## src/inc/vcpu_alias_pkg.sv

```systemverilog
`default_nettype none

package vcpu_alias_pkg;

    // ----------------------------------------------------------------
    // Sizes
    // ----------------------------------------------------------------
    localparam int NUM_LR = 4;
    localparam int LR_IDX_W = 2;
    localparam int ID_W = 10;
    localparam int CPU_W = 3;
    localparam int PRI_W = 5;
    localparam int APR_W = 32;
    localparam int ADDR_W = 12;
    localparam int DATA_W = 32;

    // ----------------------------------------------------------------
    // Register offsets (byte addresses)
    // ----------------------------------------------------------------
    localparam logic [ADDR_W-1:0] OFS_GROUP1_EOI = 12'h024;
    localparam logic [ADDR_W-1:0] OFS_GROUP1_HPPI = 12'h028;
    localparam logic [ADDR_W-1:0] OFS_APR_FIRST = 12'h0D0;
    localparam logic [ADDR_W-1:0] OFS_APR_LAST = 12'h0DC;
    localparam logic [ADDR_W-1:0] OFS_NS_APR_FIRST = 12'h0E0;
    localparam logic [ADDR_W-1:0] OFS_NS_APR_LAST = 12'h0EC;

    // ----------------------------------------------------------------
    // Field layout of the aliased registers
    // ----------------------------------------------------------------
    localparam int ID_LSB = 0;
    localparam int ID_MSB = 9;
    localparam int CPU_LSB = 10;
    localparam int CPU_MSB = 12;
    localparam logic [ID_W-1:0] SPURIOUS_ID = 10'h3FF;

    // ----------------------------------------------------------------
    // List entry states, bus answers and reset values
    // ----------------------------------------------------------------
    localparam logic [1:0] LR_INVALID = 2'h0;
    localparam logic [1:0] LR_PENDING = 2'h1;
    localparam logic [1:0] LR_ACTIVE = 2'h2;
    localparam logic [1:0] LR_ACTIVE_PENDING = 2'h3;
    localparam logic [1:0] RESP_OKAY = 2'h0;
    localparam logic [1:0] RESP_SLVERR = 2'h2;
    localparam logic [DATA_W-1:0] RESET_DATA = 32'h0000_0000;

    typedef struct packed {
        logic [ID_W-1:0] virtual_id;
        logic [ID_W-1:0] physical_id;
        logic [CPU_W-1:0] source_processor_id;
        logic [PRI_W-1:0] prio;
        logic group1;
        logic hw;
        logic [1:0] state;
    } list_entry_s;

    typedef struct packed {
        logic valid;
        logic [LR_IDX_W-1:0] index;
    } lr_deact_s;

    typedef struct packed {
        logic valid;
        logic [ID_W-1:0] physical_id;
    } dist_deact_s;

endpackage

`default_nettype wire

```

## src/hdl/vcpu_alias_eoi_hppi.sv

```systemverilog
// Chosen here: the placing of the registers and the AXI4-Lite register port.
`timescale 1ns/1ns
`default_nettype none

module vcpu_alias_eoi_hppi
    import vcpu_alias_pkg::*;
(
    // Clock and reset
    input wire logic aclk,
    input wire logic aresetn,
    // Register bus, write address and data
    input wire logic [ADDR_W-1:0] awaddr,
    input wire logic [2:0] awprot,
    input wire logic awvalid,
    output logic awready,
    input wire logic [DATA_W-1:0] wdata,
    input wire logic [3:0] wstrb,
    input wire logic wvalid,
    output logic wready,
    // Register bus, write response
    output logic [1:0] bresp,
    output logic bvalid,
    input wire logic bready,
    // Register bus, read
    input wire logic [ADDR_W-1:0] araddr,
    input wire logic [2:0] arprot,
    input wire logic arvalid,
    output logic arready,
    output logic [DATA_W-1:0] rdata,
    output logic [1:0] rresp,
    output logic rvalid,
    input wire logic rready,
    // State of the rest of the virtual interface
    input wire list_entry_s [NUM_LR-1:0] list_entries,
    input wire logic [APR_W-1:0] hypervisor_active_priorities,
    input wire logic split_completion_mode,
    input wire logic acknowledge_control,
    input wire logic [PRI_W-1:0] priority_mask,
    // Completion effects
    output logic [APR_W-1:0] apr_clear,
    output lr_deact_s lr_deact,
    output dist_deact_s dist_deact
);

    // ----------------------------------------------------------------
    // Write channel holding registers
    // ----------------------------------------------------------------
    logic aw_held_r, aw_held_nxt;
    logic [ADDR_W-1:0] aw_addr_r, aw_addr_nxt;
    logic w_held_r, w_held_nxt;
    logic [DATA_W-1:0] w_data_r, w_data_nxt;
    logic bvalid_r, bvalid_nxt;
    logic [1:0] bresp_r, bresp_nxt;
    logic do_write;
    logic wr_mapped;

    // ----------------------------------------------------------------
    // Read channel registers
    // ----------------------------------------------------------------
    logic rvalid_r, rvalid_nxt;
    logic [DATA_W-1:0] rdata_r, rdata_nxt;
    logic [1:0] rresp_r, rresp_nxt;
    logic [DATA_W-1:0] rd_value;
    logic rd_mapped;

    // ----------------------------------------------------------------
    // Completion outputs
    // ----------------------------------------------------------------
    logic [APR_W-1:0] apr_clear_r, apr_clear_nxt;
    lr_deact_s lr_deact_r, lr_deact_nxt;
    dist_deact_s dist_deact_r, dist_deact_nxt;

    // ----------------------------------------------------------------
    // Search results
    // ----------------------------------------------------------------
    logic pend_found;
    logic [LR_IDX_W-1:0] pend_idx;
    logic [PRI_W-1:0] pend_prio;
    logic [DATA_W-1:0] hppi_value;
    logic eoi_found;
    logic [LR_IDX_W-1:0] eoi_idx;
    logic [ID_W-1:0] eoi_id;
    logic [CPU_W-1:0] eoi_cpu;
    logic [APR_W-1:0] apr_top_bit;
    logic is_eoi_write;

    // ----------------------------------------------------------------
    // Address decode
    // ----------------------------------------------------------------
    // The low two address bits pick a byte inside a word and take no part in decoding.
    logic [ADDR_W-1:0] rd_addr;
    logic rd_is_hppi;
    logic rd_is_apr0;
    logic rd_in_apr_rest;
    logic rd_in_ns_apr;
    logic rd_is_eoi;
    logic wr_in_apr;
    logic wr_in_ns_apr;
    assign rd_addr = {araddr[ADDR_W-1:2], 2'b00};
    assign rd_is_hppi = (rd_addr == OFS_GROUP1_HPPI);
    assign rd_is_apr0 = (rd_addr == OFS_APR_FIRST);
    assign rd_in_apr_rest = (rd_addr > OFS_APR_FIRST) && (rd_addr <= OFS_APR_LAST);
    assign rd_in_ns_apr = (rd_addr >= OFS_NS_APR_FIRST) && (rd_addr <= OFS_NS_APR_LAST);
    assign rd_is_eoi = (rd_addr == OFS_GROUP1_EOI);
    assign wr_in_apr = (aw_addr_r >= OFS_APR_FIRST) && (aw_addr_r <= OFS_APR_LAST);
    assign wr_in_ns_apr = (aw_addr_r >= OFS_NS_APR_FIRST) && (aw_addr_r <= OFS_NS_APR_LAST);

    // Protection bits and acknowledge control have no effect on this block.
    logic unused_inputs;
    assign unused_inputs = ^{awprot, arprot, wstrb, acknowledge_control};

    // ----------------------------------------------------------------
    // Highest-priority pending entry
    // ----------------------------------------------------------------
    // Only plain pending entries compete; active-and-pending ones stay hidden. Ties go
    // to the lower entry index so that the answer is stable.
    always_comb begin
        pend_found = 1'b0;
        pend_idx = '0;
        pend_prio = '1;
        for (int i = 0; i < NUM_LR; i++) begin
            if (list_entries[i].state == LR_PENDING) begin
                if (!pend_found || (list_entries[i].prio < pend_prio)) begin
                    pend_found = 1'b1;
                    pend_idx = LR_IDX_W'(i);
                    pend_prio = list_entries[i].prio;
                end
            end
        end
    end

    always_comb begin
        hppi_value = RESET_DATA;
        hppi_value[ID_MSB:ID_LSB] = SPURIOUS_ID;
        if (pend_found && (pend_prio < priority_mask) && list_entries[pend_idx].group1) begin
            hppi_value[ID_MSB:ID_LSB] = list_entries[pend_idx].virtual_id;
            if (!list_entries[pend_idx].hw) begin
                hppi_value[CPU_MSB:CPU_LSB] = list_entries[pend_idx].source_processor_id;
            end
        end
    end

    // ----------------------------------------------------------------
    // Matching active entry for a completion
    // ----------------------------------------------------------------
    assign eoi_id = w_data_r[ID_MSB:ID_LSB];
    assign eoi_cpu = w_data_r[CPU_MSB:CPU_LSB];

    always_comb begin
        eoi_found = 1'b0;
        eoi_idx = '0;
        for (int i = 0; i < NUM_LR; i++) begin
            if (!eoi_found
                && ((list_entries[i].state == LR_ACTIVE)
                    || (list_entries[i].state == LR_ACTIVE_PENDING))
                && (list_entries[i].virtual_id == eoi_id)
                && (list_entries[i].hw || (list_entries[i].source_processor_id == eoi_cpu))) begin
                eoi_found = 1'b1;
                eoi_idx = LR_IDX_W'(i);
            end
        end
    end

    // Bit 0 is the highest priority level, so the lowest set bit is the one to drop.
    always_comb begin
        apr_top_bit = '0;
        for (int i = APR_W - 1; i >= 0; i--) begin
            if (hypervisor_active_priorities[i]) begin
                apr_top_bit = '0;
                apr_top_bit[i] = 1'b1;
            end
        end
    end

    // ----------------------------------------------------------------
    // Write channel
    // ----------------------------------------------------------------
    // Address and data are taken in either order and held until both are in; the
    // response is withheld until the previous one has been accepted.
    assign awready = !aw_held_r && !bvalid_r;
    assign wready = !w_held_r && !bvalid_r;
    assign do_write = aw_held_r && w_held_r && !bvalid_r;
    assign is_eoi_write = do_write && (aw_addr_r == OFS_GROUP1_EOI);

    // Active-priority writes are accepted and dropped, which keeps read-then-write-back
    // free of side effects.
    assign wr_mapped = (aw_addr_r == OFS_GROUP1_EOI)
        || wr_in_apr
        || wr_in_ns_apr;

    always_comb begin
        aw_held_nxt = aw_held_r;
        aw_addr_nxt = aw_addr_r;
        w_held_nxt = w_held_r;
        w_data_nxt = w_data_r;
        bvalid_nxt = bvalid_r;
        bresp_nxt = bresp_r;
        if (awvalid && awready) begin
            aw_held_nxt = 1'b1;
            aw_addr_nxt = {awaddr[ADDR_W-1:2], 2'b00};
        end
        if (wvalid && wready) begin
            w_held_nxt = 1'b1;
            w_data_nxt = wdata;
        end
        if (do_write) begin
            aw_held_nxt = 1'b0;
            w_held_nxt = 1'b0;
            bvalid_nxt = 1'b1;
            bresp_nxt = wr_mapped ? RESP_OKAY : RESP_SLVERR;
        end else if (bvalid_r && bready) begin
            bvalid_nxt = 1'b0;
        end
    end

    always_ff @(posedge aclk) begin
        if (!aresetn) begin
            aw_held_r <= 1'b0;
            aw_addr_r <= '0;
            w_held_r <= 1'b0;
            w_data_r <= RESET_DATA;
            bvalid_r <= 1'b0;
            bresp_r <= RESP_OKAY;
        end else begin
            aw_held_r <= aw_held_nxt;
            aw_addr_r <= aw_addr_nxt;
            w_held_r <= w_held_nxt;
            w_data_r <= w_data_nxt;
            bvalid_r <= bvalid_nxt;
            bresp_r <= bresp_nxt;
        end
    end

    assign bvalid = bvalid_r;
    assign bresp = bresp_r;

    // ----------------------------------------------------------------
    // Completion effects
    // ----------------------------------------------------------------
    // A write that matches no active entry still drops the running priority; the
    // completion count kept elsewhere in the unit covers that case.
    always_comb begin
        apr_clear_nxt = '0;
        lr_deact_nxt = '0;
        dist_deact_nxt = '0;
        if (is_eoi_write) begin
            apr_clear_nxt = apr_top_bit;
            if (!split_completion_mode && eoi_found) begin
                lr_deact_nxt.valid = 1'b1;
                lr_deact_nxt.index = eoi_idx;
                if (list_entries[eoi_idx].hw && list_entries[eoi_idx].group1) begin
                    dist_deact_nxt.valid = 1'b1;
                    dist_deact_nxt.physical_id = list_entries[eoi_idx].physical_id;
                end
            end
        end
    end

    always_ff @(posedge aclk) begin
        if (!aresetn) begin
            apr_clear_r <= '0;
            lr_deact_r <= '0;
            dist_deact_r <= '0;
        end else begin
            apr_clear_r <= apr_clear_nxt;
            lr_deact_r <= lr_deact_nxt;
            dist_deact_r <= dist_deact_nxt;
        end
    end

    assign apr_clear = apr_clear_r;
    assign lr_deact = lr_deact_r;
    assign dist_deact = dist_deact_r;

    // ----------------------------------------------------------------
    // Read channel
    // ----------------------------------------------------------------
    // The first active-priorities word mirrors the hypervisor copy; the rest of the
    // set and the whole non-secure set read as zero.
    always_comb begin
        rd_value = RESET_DATA;
        rd_mapped = 1'b1;
        if (rd_is_hppi) begin
            rd_value = hppi_value;
        end else if (rd_is_apr0) begin
            rd_value = hypervisor_active_priorities;
        end else if (rd_in_apr_rest) begin
            rd_value = RESET_DATA;
        end else if (rd_in_ns_apr) begin
            rd_value = RESET_DATA;
        end else if (rd_is_eoi) begin
            rd_value = RESET_DATA;
        end else begin
            rd_mapped = 1'b0;
        end
    end

    assign arready = !rvalid_r;

    always_comb begin
        rvalid_nxt = rvalid_r;
        rdata_nxt = rdata_r;
        rresp_nxt = rresp_r;
        if (arvalid && arready) begin
            rvalid_nxt = 1'b1;
            rdata_nxt = rd_value;
            rresp_nxt = rd_mapped ? RESP_OKAY : RESP_SLVERR;
        end else if (rvalid_r && rready) begin
            rvalid_nxt = 1'b0;
        end
    end

    always_ff @(posedge aclk) begin
        if (!aresetn) begin
            rvalid_r <= 1'b0;
            rdata_r <= RESET_DATA;
            rresp_r <= RESP_OKAY;
        end else begin
            rvalid_r <= rvalid_nxt;
            rdata_r <= rdata_nxt;
            rresp_r <= rresp_nxt;
        end
    end

    assign rvalid = rvalid_r;
    assign rdata = rdata_r;
    assign rresp = rresp_r;

endmodule

`default_nettype wire

```

## config.mk

```make
export PLATFORM = sky130hd
export DESIGN_NAME = vcpu_alias_eoi_hppi
export DESIGN_NICKNAME = d
export VERILOG_FILES = /design/src/inc/vcpu_alias_pkg.sv /design/src/hdl/vcpu_alias_eoi_hppi.sv
export SDC_FILE = /design/constraint.sdc
export NUM_CORES = 1
export LEC_CHECK = 0
export BUFFER_PORTS_ARGS = -buffer_cell sky130_fd_sc_hd__buf_2
export CAP_MARGIN = 0
export CORE_ASPECT_RATIO = 0.7
export CORE_MARGIN = 2
export CORE_UTILIZATION = 46
export CTS_CLUSTER_DIAMETER = 120
export DETAILED_ROUTE_END_ITERATION = 12
export MAX_ROUTING_LAYER = met4
export PLACE_DENSITY = 0.78
export SLEW_MARGIN = 30
export SYNTH_ARGS = -nofsm -noshare
export SYNTH_HDL_FRONTEND = slang
export SYNTH_SLANG_ARGS = --single-unit
```

## constraint.sdc

```tcl
create_clock -name aclk -period 8.1 [get_ports aclk]
set_clock_uncertainty 0.15 [all_clocks]
set_input_delay 0.81 -clock aclk [delete_from_list [all_inputs] [get_ports aclk]]
set_output_delay 0.81 -clock aclk [all_outputs]
set_load 0.02 [all_outputs]
```

==> impl_metrics.py <==
metrics = {
    "sta": {
        "fin_tns_setup_ps": 0,
        "setup_viol": 0,
        "fin_crit_ps": 7350,
        "drv_slew": 0,
        "worst_slew_pin_slew_ps": 806,
        "rsz0062_at_grt": "no",
        "layout_setup_ws_ps": 751,
        "max_freq_mhz": 136,
        "finalHoldViolCount": 0,
        "slew_headroom_pct": 45.8,
        "fin_crit_sh_pct": 90.7,
    },
    "yosys": {
        "yosysUniqueCellTypes": 64,
        "yosys-top-cells-count": "dfxtp_1, nand2_1, a21oi_1",
        "async_flop_share_pct": 0,
        "netlist_instances": 758,
        "synth_area_sq_um": 6220,
        "synth_ff_type": "dfxtp_1",
        "synth_edf_count": 0,
        "synthDominantCellAreaShare_pct": 34.5,
        "ys_ff_latch": 107,
        "synth_top_area_cell": "dfxtp_1",
        "synth_warnings": 0,
        "synth_area_per_cell_sq_um": 8.20,
        "seq_area_frac_synth_pct": 34.5,
        "ys_top_cells_by_area": "dfxtp_1, xnor2_1, nand2_1",
        "synth.most_common_cell": "dfxtp_1",
    },
    "detailed_routing": {
        "post_drt_wl_per_cell_um": 16.6,
        "wl_mm": 20.2,
        "via_per_inst": 5.40,
        "drc_errors": 0,
        "drt_first_iter_violations": 428,
        "drt-pass1-iter-count": 5,
        "dr_total_vias": 6581,
        "ant_nets": 0,
    },
    "critical_path": {
        "critPathBufInv": 2,
        "cp_num_cells": 30,
        "crit_path_end_kind": "flop",
        "rrSetupSlack_ps": 4540,
        "critPathLaunch": "list_entries[1]",
        "critPathMaxFanout": 10,
        "worstSetupPathType": "in2reg",
        "crit_family": "compound AO/OA/AOI/OAI gates",
        "reg2reg_from": "aw_addr_r[3]",
        "cpMaxStageDelayCell": "a211oi_4",
        "crit_required_ps": 8160,
        "reg2reg_to": "apr_clear[27]",
        "crit_path_frequent_cell": "o21ai_0",
        "arrival_ps": 7410,
        "worstSetupEndpoint": "rdata[5]",
        "startpoint_type": "primary input",
        "r2r_cells": 8,
        "max_stage_delay_ps": 450,
    },
    "clocking": {
        "clockBufferDepth": 2,
        "clock_sinks": 107,
        "cts_made_buffers": 9,
        "htree_levels": 3,
        "clk_pin_slew_ps": 70,
        "clock_latency_ps": 350,
        "cts_root_buf": "clkbuf_16",
        "ctsHoldBuffers": 0,
        "cts_tree": "done",
    },
    "floorplanning": {
        "std_cell_rows": 35,
        "die_y_um": 101,
        "io_pins": 327,
        "initial_core_util_pct": 47.2,
        "dieArea_sq_um": 14500,
        "die_w_um": 143,
        "core_area_sq_um": 13200,
    },
    "grt": {
        "grt_pass1_vias": 6018,
        "grtUsageTotal_pct": 27.9,
        "grt_max_degree": 52,
        "grt_pass1_wl_mm": 30.4,
        "grt_antenna_before_repair": 7,
        "grt_overflow": 0,
    },
    "placed_design": {
        "portBuffers": 290,
        "dp_hpwl_mm": 16.6,
        "gp_congestion": 0.961,
        "dp_slack_ps": 199,
    },
    "worst_hold_path": {
        "worstHoldPathType": "reg2reg",
    },
    "power": {
        "irDropWorstVdd_mv": 0.120,
        "p_per_area_nw_per_um2": 161,
        "p_leak_nw": 3.67,
    },
    "status": {
        "status": "finished clean",
    },
    "layout": {
        "drive_above_1_share_pct": 35.4,
        "nets": 1278,
        "syn2layout_area_growth_pct": 31.3,
    },
    "job": {
        "drv_cap": 0,
    },
}
-- flip-flops by register name (all words and copies together), names as in the netlist --
signal      flops
apr_clear      32
rdata          32
w_data_r       13
dist_deact     11
aw_addr_r      10
lr_deact        3
aw_held_r       1
bresp           1
bvalid          1
rresp           1
rvalid          1
w_held_r        1
-- per-stage QoR --
step           area [sq um]  power, mW  utilization (%)  cells  hold slack, ps
6_report               8160       1.32             61.9   1219             299
5_1_grt                8160       1.38             61.9   1218             316
4_1_cts                8120       1.32             61.6   1210             300
3_5_place_dp           7800      0.850             59.2   1195             292
3_3_place_gp           7800      0.845             59.2   1195             285
2_1_floorplan          6220      0.736                -    759             281
-- report_power, final --
group          switching [mW]  leakage, nW  internal (mW)
clock network           0.200        0.156          0.274
registers              0.0155        0.868          0.539
logic                   0.158         2.64          0.131
-- worst register-to-register path: cells and delay by family, from the launching register on --
family	cells	cell delay, ps
DFF	1	320
and+or+nand+nor	8	3000
-- layout make-up --
cell class                 count  area (sq um)
multi-input combinational    582          3830
clock inverter                 6          98.8
clock buffer                   9           225
fill                        1198          5020
inverter                      20          75.1
timing repair buffer         302          1540
sequential                   107          2140
antenna                        8          20.0
tap                          185           231
-- cells in the final DEF, fill, tap and decap left out, types with 19 or more instances in the layout --
cell and n:
o21ai_0 33, nor2_1 51, buf_2 290, nand2_1 93
inv_1 19, nand3_1 36, dfxtp_1 107, mux2_2 29
xnor2_1 52, a21oi_1 62
-- per-layer routing --
metal  GRT usage (%)  part of all wire [%]  up-vias
met5               -                     0        -
met4            7.46                   2.4        0
met3            5.44                   6.4       33
met2            44.8                    46      261
met1            36.2                    45     3029
li1                -                     -     3258
-- timing repair --
item	4_1_cts	5_1_grt
buffers inserted	0	1
setup endpoints to repair	0	11
resized for setup	0	3
-- kinds of logic (layout without fill, tap and decap cells) --
logic type	Yosys count	count (layout)	synth area share [%]
AND/OR/NAND/NOR	282	282	23.9
other	1	10	0.0603
AO/OA/AOI/OAI	180	180	18.1
adder cells (fa/ha/maj)	16	16	3.22
XOR/XNOR	55	55	7.75
buffers and inverters	70	337	4.41
flip-flops	107	107	34.5
multiplexers	47	47	8.15
-- worst min-delay path by stage --
stage / from / to / slack, ps / cells past startpoint
3_3_place_gp: rdata[20] / rdata[20] / 290 / 2
3_5_place_dp: rdata[20] / rdata[20] / 290 / 2
6_report: rdata[20] / rdata[20] / 300 / 2
4_1_cts: rdata[20] / rdata[20] / 300 / 2
5_1_grt: rdata[20] / rdata[20] / 320 / 2
2_1_floorplan: aw_addr_r[10] / aw_addr_r[10] / 280 / 2
No activity file was read; power rests on OpenSTA's default activity.
